$ cat src/jrs_pkg.sv
package jrs_pkg;

    localparam int NLANE = 8;
    localparam int CNT_W = 24;
    localparam int IDX_W = 12;
    localparam int HIST_W = 31;

    // Register indices; byte address is four times the index
    localparam logic [IDX_W-1:0] IDX_LOSS_EN  = 12'h311;
    localparam logic [IDX_W-1:0] IDX_DUR      = 12'h312;
    localparam logic [IDX_W-1:0] IDX_TEST_EN  = 12'h315;
    localparam logic [IDX_W-1:0] IDX_TEST_CTL = 12'h316;
    localparam logic [IDX_W-1:0] IDX_THR_LO   = 12'h317;
    localparam logic [IDX_W-1:0] IDX_THR_MID  = 12'h318;
    localparam logic [IDX_W-1:0] IDX_THR_HI   = 12'h319;
    localparam logic [IDX_W-1:0] IDX_CNT_LO   = 12'h31A;
    localparam logic [IDX_W-1:0] IDX_CNT_MID  = 12'h31B;
    localparam logic [IDX_W-1:0] IDX_CNT_HI   = 12'h31C;
    localparam logic [IDX_W-1:0] IDX_PASS     = 12'h31D;
    localparam logic [IDX_W-1:0] IDX_IRQ_ST   = 12'h330;
    localparam logic [IDX_W-1:0] IDX_IRQ_MASK = 12'h331;

    // Loss enable bits
    localparam int F_EN0  = 0;
    localparam int F_EN1  = 1;
    localparam int MF_EN0 = 2;
    localparam int MF_EN1 = 3;
    localparam int LOSS_EN_W = 4;

    // Duration and test control fields
    localparam int DUR_LSB = 4;
    localparam int DUR_W   = 4;
    localparam int SEL_LSB = 4;
    localparam int SEL_W   = 3;
    localparam int PAT_LSB = 2;
    localparam int PAT_W   = 2;
    localparam int RUN_BIT = 1;
    localparam int CLR_BIT = 0;

    localparam logic [DUR_W-1:0]   DUR_RST  = 4'h0;
    localparam logic [NLANE-1:0]   PASS_RST = 8'hFF;
    localparam logic [DUR_W:0]     TMR_ONE  = 5'h01;
    localparam logic [CNT_W-1:0]   CNT_MAX  = 24'hFFFFFF;

    localparam logic [PAT_W-1:0] PAT_P7  = 2'b00;
    localparam logic [PAT_W-1:0] PAT_P15 = 2'b01;
    localparam logic [PAT_W-1:0] PAT_P31 = 2'b10;

    localparam logic [4:0] LEN_P7  = 5'h07;
    localparam logic [4:0] LEN_P15 = 5'h0F;
    localparam logic [4:0] LEN_P31 = 5'h1F;

    // Interrupt status bits
    localparam int IRQ_LOSS0 = 0;
    localparam int IRQ_LOSS1 = 1;
    localparam int IRQ_FAIL  = 2;
    localparam int IRQ_W     = 3;

    typedef enum logic [1:0] {
        CHK_IDLE  = 2'b00,
        CHK_PRIME = 2'b01,
        CHK_RUN   = 2'b10
    } jrs_chk_e;

    typedef struct packed {
        logic frame_loss;
        logic mframe_loss;
        logic sync_err;
    } jrs_dfr_s;

    typedef struct packed {
        logic [NLANE-1:0] bits;
        logic             vld;
    } jrs_lanes_s;

    typedef struct packed {
        jrs_chk_e          st;
        logic [HIST_W-1:0] hist;
        logic [4:0]        prime;
        logic [CNT_W-1:0]  cnt;
    } jrs_chk_s;

    typedef struct packed {
        logic                 ack;
        logic [31:0]          rdata;
        logic [LOSS_EN_W-1:0] loss_en;
        logic [DUR_W-1:0]     dur;
        logic [NLANE-1:0]     test_en;
        logic [SEL_W-1:0]     lane_sel;
        logic [PAT_W-1:0]     pat;
        logic                 run;
        logic                 clear;
        logic [CNT_W-1:0]     thr;
        logic [DUR_W:0]       tmr0;
        logic [DUR_W:0]       tmr1;
        logic                 sync0_n;
        logic                 sync1_n;
        logic [1:0]           loss_d;
        logic [NLANE-1:0]     pass_d;
        logic [IRQ_W-1:0]     irq_st;
        logic [IRQ_W-1:0]     irq_mask;
        logic                 irq;
    } jrs_top_s;

endpackage

$ cat src/jrs_lane_chk.sv
`timescale 1ns/1ps
module jrs_lane_chk (
    input  wire logic                          clk_sys,
    input  wire logic                          rstn,
    input  wire logic                          en,
    input  wire logic                          clear,
    input  wire logic [jrs_pkg::PAT_W-1:0]     pat,
    input  wire logic                          rx_bit,
    input  wire logic                          rx_vld,
    input  wire logic [jrs_pkg::CNT_W-1:0]     thr,
    output logic      [jrs_pkg::CNT_W-1:0]     err_cnt,
    output logic                               pass
);
    import jrs_pkg::*;

    jrs_chk_s st;
    jrs_chk_s nx;

    // Self-synchronising check: predict each bit from the received history
    function automatic logic tap(input logic [PAT_W-1:0] p,
                                 input logic [HIST_W-1:0] h);
        unique case (p)
            PAT_P7:  tap = h[5] ^ h[6];
            PAT_P15: tap = h[13] ^ h[14];
            default: tap = h[27] ^ h[30];
        endcase
    endfunction

    function automatic logic [4:0] plen(input logic [PAT_W-1:0] p);
        unique case (p)
            PAT_P7:  plen = LEN_P7;
            PAT_P15: plen = LEN_P15;
            default: plen = LEN_P31;
        endcase
    endfunction

    always_comb begin
        nx = st;
        if (clear) begin
            nx.st = CHK_IDLE;
            nx.cnt = '0;
            nx.prime = '0;
        end else if (!en || pat == 2'b11) begin
            nx.st = CHK_IDLE;
            nx.prime = '0;
        end else begin
            unique case (st.st)
                CHK_IDLE: begin
                    nx.st = CHK_PRIME;
                end
                CHK_PRIME: begin
                    if (rx_vld) begin
                        nx.hist = {st.hist[HIST_W-2:0], rx_bit};
                        nx.prime = st.prime + 5'h01;
                        if (st.prime + 5'h01 == plen(pat)) begin
                            nx.st = CHK_RUN;
                        end
                    end
                end
                CHK_RUN: begin
                    if (rx_vld) begin
                        nx.hist = {st.hist[HIST_W-2:0], rx_bit};
                        if (tap(pat, st.hist) != rx_bit
                            && st.cnt != CNT_MAX) begin
                            nx.cnt = st.cnt + 24'h000001;
                        end
                    end
                end
                default: begin
                    nx.st = CHK_IDLE;
                end
            endcase
        end
    end

    always_ff @(posedge clk_sys or negedge rstn) begin
        if (!rstn) begin
            st <= '{st: CHK_IDLE, hist: '0, prime: '0, cnt: '0};
        end else begin
            st <= nx;
        end
    end

    assign err_cnt = st.cnt;
    assign pass = (st.cnt <= thr);

    idle_when_off_a: assert property (@(posedge clk_sys) disable iff (!rstn)
        (!en && !clear) |=> st.st == CHK_IDLE && $stable(st.cnt))
        else $error("checker kept running while stopped");

endmodule

$ cat src/jrs_sync_prbs.sv
`timescale 1ns/1ps
module jrs_sync_prbs (
    input  wire logic                        clk_sys,
    input  wire logic                        rstn,
    input  wire logic                        wb_cyc_i,
    input  wire logic                        wb_stb_i,
    input  wire logic                        wb_we_i,
    input  wire logic [13:0]                 wb_adr_i,
    input  wire logic [3:0]                  wb_sel_i,
    input  wire logic [31:0]                 wb_dat_i,
    output logic      [31:0]                 wb_dat_o,
    output logic                             wb_ack_o,
    input  wire jrs_pkg::jrs_dfr_s           deframer_0,
    input  wire jrs_pkg::jrs_dfr_s           deframer_1,
    input  wire jrs_pkg::jrs_lanes_s         lanes,
    output logic                             sync_request_out_0_n,
    output logic                             sync_request_out_1_n,
    output logic                             irq
);
    import jrs_pkg::*;

    jrs_top_s st;
    jrs_top_s nx;

    logic [CNT_W-1:0] lane_cnt [NLANE];
    logic [NLANE-1:0] lane_pass;
    logic [IDX_W-1:0] idx;
    logic             wr;
    logic             loss0;
    logic             loss1;
    logic [CNT_W-1:0] sel_cnt;
    logic [31:0]      rd;

    assign idx = wb_adr_i[13:2];
    // Writes land on the edge where ack is seen, as the master expects
    assign wr = wb_cyc_i && wb_stb_i && wb_we_i && st.ack && wb_sel_i[0];
    assign sel_cnt = lane_cnt[st.lane_sel];

    // A masked loss from one deframer on one link
    function automatic logic loss_hit(input jrs_dfr_s d,
                                      input logic en_f,
                                      input logic en_mf);
        loss_hit = (d.frame_loss && en_f) || (d.mframe_loss && en_mf);
    endfunction

    // Timer load gives code+1 whole cycles, the half cycle rounded up
    function automatic logic [DUR_W:0] tmr_next(input logic err,
                                                input logic [DUR_W:0] t,
                                                input logic [DUR_W-1:0] d);
        if (err) begin
            tmr_next = {1'b0, d} + TMR_ONE;
        end else if (t != '0) begin
            tmr_next = t - TMR_ONE;
        end else begin
            tmr_next = '0;
        end
    endfunction

    assign loss0 = loss_hit(deframer_0, st.loss_en[F_EN0],
                            st.loss_en[MF_EN0]);
    assign loss1 = loss_hit(deframer_1, st.loss_en[F_EN1],
                            st.loss_en[MF_EN1]);

    genvar gi;
    generate
        for (gi = 0; gi < NLANE; gi++) begin : g_lane
            jrs_lane_chk u_chk (
                .clk_sys (clk_sys),
                .rstn    (rstn),
                .en      (st.test_en[gi] && st.run),
                .clear   (st.clear),
                .pat     (st.pat),
                .rx_bit  (lanes.bits[gi]),
                .rx_vld  (lanes.vld),
                .thr     (st.thr),
                .err_cnt (lane_cnt[gi]),
                .pass    (lane_pass[gi])
            );
        end
    endgenerate

    always_comb begin
        rd = '0;
        unique case (idx)
            IDX_LOSS_EN:  rd[LOSS_EN_W-1:0] = st.loss_en;
            IDX_DUR:      rd[DUR_LSB +: DUR_W] = st.dur;
            IDX_TEST_EN:  rd[NLANE-1:0] = st.test_en;
            IDX_TEST_CTL: begin
                rd[SEL_LSB +: SEL_W] = st.lane_sel;
                rd[PAT_LSB +: PAT_W] = st.pat;
                rd[RUN_BIT] = st.run;
                rd[CLR_BIT] = st.clear;
            end
            IDX_THR_LO:   rd[7:0] = st.thr[7:0];
            IDX_THR_MID:  rd[7:0] = st.thr[15:8];
            IDX_THR_HI:   rd[7:0] = st.thr[23:16];
            IDX_CNT_LO:   rd[7:0] = sel_cnt[7:0];
            IDX_CNT_MID:  rd[7:0] = sel_cnt[15:8];
            IDX_CNT_HI:   rd[7:0] = sel_cnt[23:16];
            IDX_PASS:     rd[NLANE-1:0] = lane_pass;
            IDX_IRQ_ST:   rd[IRQ_W-1:0] = st.irq_st;
            IDX_IRQ_MASK: rd[IRQ_W-1:0] = st.irq_mask;
            default:      rd = '0;
        endcase
    end

    always_comb begin
        logic [IRQ_W-1:0] ev;
        logic [IRQ_W-1:0] w1c;
        ev = '0;
        w1c = '0;
        nx = st;
        nx.ack = wb_cyc_i && wb_stb_i && !st.ack;
        if (nx.ack) begin
            nx.rdata = rd;
        end
        if (wr) begin
            unique case (idx)
                IDX_LOSS_EN:  nx.loss_en = wb_dat_i[LOSS_EN_W-1:0];
                IDX_DUR:      nx.dur = wb_dat_i[DUR_LSB +: DUR_W];
                IDX_TEST_EN:  nx.test_en = wb_dat_i[NLANE-1:0];
                IDX_TEST_CTL: begin
                    nx.lane_sel = wb_dat_i[SEL_LSB +: SEL_W];
                    nx.pat = wb_dat_i[PAT_LSB +: PAT_W];
                    nx.run = wb_dat_i[RUN_BIT];
                    nx.clear = wb_dat_i[CLR_BIT];
                end
                IDX_THR_LO:   nx.thr[7:0] = wb_dat_i[7:0];
                IDX_THR_MID:  nx.thr[15:8] = wb_dat_i[7:0];
                IDX_THR_HI:   nx.thr[23:16] = wb_dat_i[7:0];
                IDX_IRQ_ST:   w1c = wb_dat_i[IRQ_W-1:0];
                IDX_IRQ_MASK: nx.irq_mask = wb_dat_i[IRQ_W-1:0];
                default:      nx.irq_mask = st.irq_mask;
            endcase
        end
        // Shared duration, separate timers per link
        nx.tmr0 = tmr_next(deframer_0.sync_err, st.tmr0, st.dur);
        nx.tmr1 = tmr_next(deframer_1.sync_err, st.tmr1, st.dur);
        nx.sync0_n = !(loss0 || nx.tmr0 != '0);
        nx.sync1_n = !(loss1 || nx.tmr1 != '0);
        nx.loss_d = {loss1, loss0};
        nx.pass_d = lane_pass;
        ev[IRQ_LOSS0] = loss0 && !st.loss_d[0];
        ev[IRQ_LOSS1] = loss1 && !st.loss_d[1];
        ev[IRQ_FAIL] = |(st.pass_d & ~lane_pass);
        // Set wins over a clear in the same cycle
        nx.irq_st = (st.irq_st & ~w1c) | ev;
        nx.irq = |(nx.irq_st & nx.irq_mask);
    end

    always_ff @(posedge clk_sys or negedge rstn) begin
        if (!rstn) begin
            st <= '{ack: 1'b0, rdata: '0, loss_en: '0, dur: DUR_RST,
                    test_en: '0, lane_sel: '0, pat: PAT_P7, run: 1'b0,
                    clear: 1'b0, thr: '0, tmr0: '0, tmr1: '0,
                    sync0_n: 1'b1, sync1_n: 1'b1, loss_d: '0,
                    pass_d: PASS_RST, irq_st: '0, irq_mask: '0, irq: 1'b0};
        end else begin
            st <= nx;
        end
    end

    assign wb_ack_o = st.ack;
    assign wb_dat_o = st.rdata;
    assign sync_request_out_0_n = st.sync0_n;
    assign sync_request_out_1_n = st.sync1_n;
    assign irq = st.irq;

    mf_loss_1_a: assert property (@(posedge clk_sys) disable iff (!rstn)
        (deframer_1.mframe_loss && st.loss_en[MF_EN1])
        |=> !sync_request_out_1_n)
        else $error("link 1 multiframe loss did not pull sync low");

    mf_loss_0_a: assert property (@(posedge clk_sys) disable iff (!rstn)
        (deframer_0.mframe_loss && !st.loss_en[MF_EN0]
         && !deframer_0.frame_loss && st.tmr0 == '0
         && !deframer_0.sync_err) |=> sync_request_out_0_n)
        else $error("masked link 0 multiframe loss pulled sync low");

    fr_loss_1_a: assert property (@(posedge clk_sys) disable iff (!rstn)
        (deframer_1.frame_loss && st.loss_en[F_EN1])
        |=> !sync_request_out_1_n)
        else $error("link 1 frame loss did not pull sync low");

    fr_loss_0_a: assert property (@(posedge clk_sys) disable iff (!rstn)
        (deframer_0.frame_loss && st.loss_en[F_EN0])
        |=> !sync_request_out_0_n)
        else $error("link 0 frame loss did not pull sync low");

    report_len_a: assert property (@(posedge clk_sys) disable iff (!rstn)
        (deframer_0.sync_err && st.dur == 4'h2)
        ##1 (!deframer_0.sync_err && !loss0) [*4]
        |-> !$past(sync_request_out_0_n, 1) && sync_request_out_0_n)
        else $error("error report low time wrong on link 0");

    shared_dur_a: assert property (@(posedge clk_sys) disable iff (!rstn)
        deframer_1.sync_err |=> st.tmr1 == {1'b0, $past(st.dur)} + TMR_ONE)
        else $error("link 1 report timer not loaded from shared duration");

    clear_cnt_a: assert property (@(posedge clk_sys) disable iff (!rstn)
        st.clear |=> sel_cnt == '0 && &lane_pass)
        else $error("clear did not zero the error counters");

    rsvd_zero_a: assert property (@(posedge clk_sys) disable iff (!rstn)
        (st.ack && $past(idx) == IDX_LOSS_EN)
        |-> wb_dat_o[31:LOSS_EN_W] == '0)
        else $error("reserved bits read nonzero");

    irq_level_a: assert property (@(posedge clk_sys) disable iff (!rstn)
        ##1 irq == |($past(nx.irq_st) & $past(nx.irq_mask)))
        else $error("interrupt does not follow masked status");

    report_c: cover property (@(posedge clk_sys) disable iff (!rstn)
        deframer_0.sync_err ##1 !sync_request_out_0_n);
    lane_fail_c: cover property (@(posedge clk_sys) disable iff (!rstn)
        st.run && !(&lane_pass));
    irq_c: cover property (@(posedge clk_sys) disable iff (!rstn)
        $rose(irq));

endmodule

$ cat config.mk
export PLATFORM = sky130hd
export DESIGN_NAME = jrs_sync_prbs
export DESIGN_NICKNAME = d
export VERILOG_FILES = /design/src/jrs_pkg.sv /design/src/jrs_lane_chk.sv /design/src/jrs_sync_prbs.sv
export SDC_FILE = /design/constraint.sdc
export NUM_CORES = 1
export LEC_CHECK = 0
export BUFFER_PORTS_ARGS = -buffer_cell sky130_fd_sc_hd__buf_2
export CORE_MARGIN = 8
export CORE_UTILIZATION = 40
export CTS_CLUSTER_SIZE = 40
export DETAILED_ROUTE_END_ITERATION = 10
export SLEW_MARGIN = 10
export SYNTH_ARGS = -nofsm -noshare
export SYNTH_HDL_FRONTEND = slang
export SYNTH_SLANG_ARGS = --single-unit
$ cat constraint.sdc
create_clock -name clk_sys -period 8.1 [get_ports clk_sys]
set_input_delay 0.81 -clock clk_sys [delete_from_list [all_inputs] [get_ports clk_sys]]
set_output_delay 0.81 -clock clk_sys [all_outputs]
set_load 0.005 [all_outputs]
==> results_dict.tcl, run 1 <==
set metrics [dict create \
    muxShareOfSynthArea_pct 14.47 \
    cts_sinks 581 \
    cts_resized 0 \
    fp-row-count 104 \
    place_congestion 0.9300 \
    hold_ws_ns 0.2227 \
    die_y_um 301.2 \
    yosysWarnings 0 \
    drt_iter0_drc 1700 \
    postCtsSetupBuffers 0 \
    die_width_um 301.2 \
    crit_family "simple AND/OR/NAND/NOR gates" \
    hold_viol 0 \
    synthXorXnorAreaFrac_pct 6.244 \
    syn_to_final_growth_pct 10.94 \
    io_pins 106 \
    peakVddDrop_mv 0.1229 \
    rsz0062_at_grt "false" \
    slew_headroom_pct 28.56 \
    worstPathCellList "inv_1 > ha_1 > nand4_1 > nor4_1 > nand3_1 > o211ai_1 > o2111ai_1 > or4_4 > a221o_1" \
    worst-setup-path-type "reg2reg" \
    cp-end-kind "register" \
    htreeDepth 3 \
    root_buffer "clkbuf_16" \
    hold_buffers 0 \
    cp.required_ns 8.61 \
    fin_crit_ns 3.712 \
    worst_slew_pin_slew_ns 1.063 \
    ant_nets 0 \
    pwr_density_cell_nw_per_um2 169.4 \
    grt_max_degree 170 \
    r2r_cells 9 \
    antenna_found_initial 8 \
    grt_pass1_wl_um 130600 \
    synth_top_family_by_area "simple AND/OR/NAND/NOR gates" \
    synthAdderAreaFrac_pct 9.459 \
    synth-simple-area-share_pct 14.87 \
    vias 22980 \
    insertion_delay_ns 0.64 \
    drc 0 \
    coreArea_um2 80550 \
    cts-buffers-inserted 67 \
    power.leakage_nw 17.23 \
    finalMaxSlewViolations 0 \
    final.setup_skew_ns 0.05779 \
    async_flop_share_pct 100.0 \
    outcome "complete, no violations" \
    ys.flop_type "dfrtp_1" \
    firstDrtPassIters 5 \
    port_buffers 52 \
    dp_hpwl_um 58080 \
    dieArea_um2 90730 \
    seq_area_frac_synth_pct 44.72 \
    path_buf_inv 1 \
    routed_wl_um 82160 \
    cap_violations 0 \
    slowest_stage "nor4_1" \
    tns_ns 0 \
    crit_fanout 9 \
    cts_tree "yes" \
    viasPerCell 5.496 \
    synth-seq-cells 581 \
    syn_area_per_cell_um2 10.73 \
    grt_pass1_vias 22530 \
    wire_per_inst_um 19.65 \
    worstHoldPathType "in2async" \
    overflow 0 \
    start_kind "register" \
    period_share_pct 45.83 \
    syn_inst 3033 \
    synth_edf_count 0 \
    start_util_pct 40.40 \
    critPathArrivalTime_ns 4.23 \
    grt_util_all_layers_pct 18.00 \
    syn-cell-area_um2 32540 \
    ctsLongestPathBuffers 3 \
    nets 3383 \
    max_clock_freq_mhz 269.4 \
    path_clk_slew_ns 0.06 \
    synth_compound_area_share_pct 7.117 \
    slowest_delay_ns 0.69 \
    yosys.cell_types.count 76 \
    cp.depth 9 \
    setup_viol 0 \
    drive_gt1_share_pct 14.46 \
]
## flip-flops by register name (all words and copies together) (netlist names)
signal                flops
sync_request_out_0_n      1
g_lane.u_chk.err_cnt    192
st                       73
sync_request_out_1_n      1
wb_dat_o                  8
irq                       1
wb_ack_o                  1
g_lane.u_chk.st         304
## final timing paths
path                                               from                                 endpoint  slack (ns)
worst max-delay path                 st[48]$_DFFE_PN0P_                            irq$_DFF_PN0_        4.39
worst min-delay path                               rstn  g_lane[6].u_chk.err_cnt[14]$_DFFE_PN0P_        0.22
worst max register to register       st[48]$_DFFE_PN0P_                            irq$_DFF_PN0_        4.39
worst min register to register  wb_dat_o[2]$_DFFE_PN0P_                  wb_dat_o[2]$_DFFE_PN0P_        0.48
max in group asynchronous                          rstn   g_lane[1].u_chk.err_cnt[9]$_DFFE_PN0P_        6.39
min in group clk_sys                           lanes[3]       g_lane[2].u_chk.st[29]$_DFFE_PN0P_        0.46
## cell type report
class | count | area (µm²)
clock inverter | 22 | 342.8
multi-input combinational | 2246 | 17100
inverter | 93 | 349.1
clock buffer | 98 | 1923
sequential | 581 | 14560
tap | 1060 | 1326
antenna | 4 | 10.01
fill | 7522 | 44450
timing repair buffer | 78 | 490.5
## where the power goes
group | internal (mW) | switching [mW]
Clock | 1.80 | 1.28
Combinational | 0.0252 | 0.0916
Sequential | 2.91 | 0.00478
Total | 4.74 | 1.38
## synthesized netlist by cell type (9+ instances only)
library cell	n	area share (%)
nor2_1	305	3.5
nor2b_1	18	0.35
buf_2	14	0.22
a211oi_1	10	0.23
mux2_1	92	3.2
inv_1	92	1.1
clkbuf_1	79	0.91
mux2i_1	52	1.6
a21oi_1	144	2.2
xor2_1	131	3.5
o21ai_1	48	0.74
ha_1	246	9.5
and3_1	38	0.73
dfrtp_1	571	44
o22ai_1	13	0.25
mux4_2	48	3.3
nand3_1	121	1.9
nand4_1	111	2.1
and2_1	21	0.40
o21ai_0	74	1.1
o211ai_1	18	0.42
a22oi_1	11	0.25
nor3_1	48	0.74
or3_1	41	0.79
buf_4	34	0.78
xnor2_1	101	2.7
mux2_2	184	6.4
or2_1	9	0.17
nand2_1	195	2.2
dfstp_2	10	0.81
and4_1	30	0.81
nor4_1	13	0.25
## cells by family after synthesis
family	after synthesis
compound gates	385
xor+xnor	232
fa+ha+maj	246
buf+inv	229
flops	581
mux	376
other cells	1
simple gates	983
## cell usage in the layout (no fill, tap or decap), types with 30 or more instances in the layout
| master | netlist | final |
|---|---|---|
| clkbuf_16 | 0 | 67 |
| inv_1 | 92 | 92 |
| o21ai_1 | 48 | 48 |
| nor2_1 | 305 | 297 |
| nor3_1 | 48 | 47 |
| xor2_1 | 131 | 131 |
| mux4_2 | 48 | 48 |
| a21oi_1 | 144 | 144 |
| nand3_1 | 121 | 121 |
| xnor2_1 | 101 | 101 |
| nand2_1 | 195 | 195 |
| or3_1 | 41 | 41 |
| and4_1 | 30 | 30 |
| mux2i_1 | 52 | 52 |
| and3_1 | 38 | 38 |
| mux2_2 | 184 | 184 |
| buf_2 | 14 | 51 |
| dfrtp_1 | 571 | 568 |
| nand4_1 | 111 | 111 |
| ha_1 | 246 | 246 |
| o21ai_0 | 74 | 74 |
| mux2_1 | 92 | 92 |
## per-layer routing
layer | up-vias | global-route usage [%] | wire length, µm
met5 | - | 0 | 30
met4 | 4 | 6.535 | 2931
met3 | 168 | 5.019 | 6735
met2 | 597 | 26.78 | 35430
met1 | 11280 | 24.93 | 37030
li1 | 10930 | - | -
## stage by stage
stage	cell area (µm²)	util (%)	total power [mW]	instances	worst slack [ns]
CTS	36090	44.81	6.207	4178	4.476
global route	36090	44.81	6.334	4179	4.214
global placement	33820	41.99	3.090	4058	3.902
finish	36100	44.82	6.117	4182	4.388
floorplan	32630	-	3.006	3056	5.210
detailed placement	33820	41.99	3.092	4058	3.811
## worst register-to-register path, stage by stage, from the launching register on
cell,delay (ns)
dfrtp_1,0.39
inv_1,0.44
ha_1,0.27
nand4_1,0.14
nor4_1,0.69
nand3_1,0.30
o211ai_1,0.25
o2111ai_1,0.22
or4_4,0.60
a221o_1,0.30
(Power assumes the default switching activity.)
==> run 2: changes to the inputs <==
==> constraint.sdc (replaced) <==
create_clock -name clk_sys -period 3.7 [get_ports clk_sys]
set_input_delay 0.37 -clock clk_sys [delete_from_list [all_inputs] [get_ports clk_sys]]
set_output_delay 0.37 -clock clk_sys [all_outputs]
set_load 0.005 [all_outputs]
==> run 2 against run 1 <==
Net effect: sequential power up 120%; highest routed layer unchanged; clock skew down 0.017 ns; power up 120%; largest cell class unchanged; die area unchanged.
==> results_dict.tcl, run 2 (same netlist as run 1, synthesis figures left out) <==
set metrics [dict create \
    final_common_cell "dfrtp_1" \
    cts_sinks 581 \
    cpMostUsedCell "buf_4" \
    die_width_um 301.2 \
    nets 3509 \
    drc 0 \
    drt_iter0_drc 2108 \
    place_congestion 1.013 \
    io_pins 106 \
    r2r_cells 11 \
    insertion_delay_ns 0.65 \
    viasPerCell 5.511 \
    cp.depth 11 \
    hold_ws_ns 0.04077 \
    routed_wl_um 86460 \
    cts-buffers-inserted 66 \
    regToRegEndpoint "wb_dat_o[0]$_DFFE_PN0P_" \
    r2r_setup_slack_ns 0.16 \
    grt_max_degree 97 \
    period_share_pct 95.70 \
    largest_register "g_lane.u_chk.st" \
    coreArea_um2 80550 \
    crit_family "compound AO/OA/AOI/OAI gates" \
    post-place-ws_ns 0.3236 \
    ff_latch_area_um2 14560 \
    ant_nets 0 \
    hold_viol 0 \
    syn_to_final_growth_pct 14.45 \
    hold_end "sync_request_out_1_n$_DFF_PN1_" \
    port_buffers 52 \
    antenna_found_initial 4 \
    grt_pass1_wl_um 136800 \
    grt_pass1_vias 23180 \
    largest_register_ff_count 304 \
    start_kind "register" \
    r2r_start "st[46]$_DFFE_PN0P_" \
    wire_per_inst_um 20.08 \
    cp-end-kind "register" \
    final_cell_mix "dfrtp_1, nor2_1, ha_1" \
    postCtsSetupBuffers 0 \
    start_util_pct 40.40 \
    grt_util_all_layers_pct 19.01 \
    cp.required_ns 4.22 \
    setup_viol 0 \
    outcome "complete, no violations" \
    overflow 0 \
    slew_headroom_pct 35.81 \
    vias 23730 \
    drive_gt1_share_pct 17.49 \
    final.setup_skew_ns 0.04095 \
    cts_tree "yes" \
    firstDrtPassIters 6 \
    path_buf_inv 4 \
    worst_slack_ns 0.1592 \
    peakVddDrop_mv 0.2908 \
    worstHoldPathType "in2reg" \
    dp_hpwl_um 63740 \
    root_buffer "clkbuf_16" \
    critPathArrivalTime_ns 4.06 \
    slowest_stage "a2111oi_0" \
    path_clk_slew_ns 0.06 \
    power_mw 13.54 \
    cap_violations 0 \
    tns_ns 0 \
    crit_fanout 6 \
    worstPathCellList "inv_1 > buf_4 > ha_1 > nand4_1 > nor4_1 > buf_4 > o31a_1 > o41ai_2 > a2111oi_0 > buf_4 > o21ai_1" \
    fin_crit_ns 3.541 \
    power.leakage_nw 17.94 \
    die_y_um 301.2 \
    ctsLongestPathBuffers 3 \
    worst-setup-path-type "reg2reg" \
    finalMaxSlewViolations 0 \
    max_clock_freq_mhz 282.4 \
    worst_slew_pin_slew_ns 0.9629 \
    multi_input_area_um2 17100 \
    hold_start "deframer_1[2]" \
    fp-row-count 104 \
    slowest_delay_ns 0.70 \
    rsz0062_at_grt "false" \
    pwr_density_cell_nw_per_um2 363.7 \
    hold_depth 3 \
    htreeDepth 3 \
    nFillCells 7459 \
    dieArea_um2 90730 \
]
run 2: metrics by stage:
stage	utilization, %	cells	cell area (µm²)
3_3_place_gp	43.18	4172	34780
5_1_grt	46.22	4302	37230
2_1_floorplan	-	3056	32630
3_5_place_dp	43.18	4172	34780
4_1_cts	46.22	4302	37230
6_report	46.23	4306	37240
run 2: where the power goes:
| part | total (mW) | switching, mW | internal [mW] | leakage (nW) |
|---|---|---|---|---|
| combinational | 0.287 | 0.208 | 0.0792 | 8.93 |
| sequential | 6.38 | 0.0100 | 6.37 | 7.88 |
| clock | 6.87 | 2.81 | 4.06 | 1.13 |
| total | 13.5 | 3.03 | 10.5 | 17.9 |
run 2: how the worst max path moves through the flow:
stage | start | to | slack (ns)
2_1_floorplan | st[31]$_DFFE_PN0P_ | irq$_DFF_PN0_ | 0.81
3_3_place_gp | st[46]$_DFFE_PN0P_ | wb_dat_o[0]$_DFFE_PN0P_ | 0.23
3_5_place_dp | st[57]$_DFFE_PN0P_ | wb_dat_o[5]$_DFFE_PN0P_ | 0.32
4_1_cts | st[57]$_DFFE_PN0P_ | wb_dat_o[5]$_DFFE_PN0P_ | 0.31
5_1_grt | st[46]$_DFFE_PN0P_ | wb_dat_o[3]$_DFFE_PN0P_ | 0.14
6_report | st[46]$_DFFE_PN0P_ | wb_dat_o[0]$_DFFE_PN0P_ | 0.16
run 2: worst register-to-register path, cell delays in order (launching register included):
cell and delay, ns:
dfrtp_1 0.38, inv_1 0.36, buf_4 0.24, ha_1 0.15, nand4_1 0.16, nor4_1 0.56, buf_4 0.22, o31a_1 0.24
o41ai_2 0.13, a2111oi_0 0.70, buf_4 0.23, o21ai_1 0.06
run 2: area by class of cell:
type                    instances  area share [%]
well taps                    1060           3.561
clock inverters                24           1.149
inverters                      93          0.9374
clock buffers                  93           5.083
repair buffers                205           4.233
diodes                          4         0.02688
flip-flops and latches        581           39.09
multi-input cells            2246           45.92
run 2: repair_timing:
action                                 CTS  global route
endpoints found under the hold margin   92             0
hold buffers                            13             0
gates resized for setup                  0             0
run 2: per-layer routing:
metal	track usage, %	share of wire [%]	vias to the layer above
met1	26.98	45	11590
met3	4.467	8.6	181
met4	7.892	3.8	2
li1	-	-	11180
met5	0	0.015	-
met2	27.68	43	777
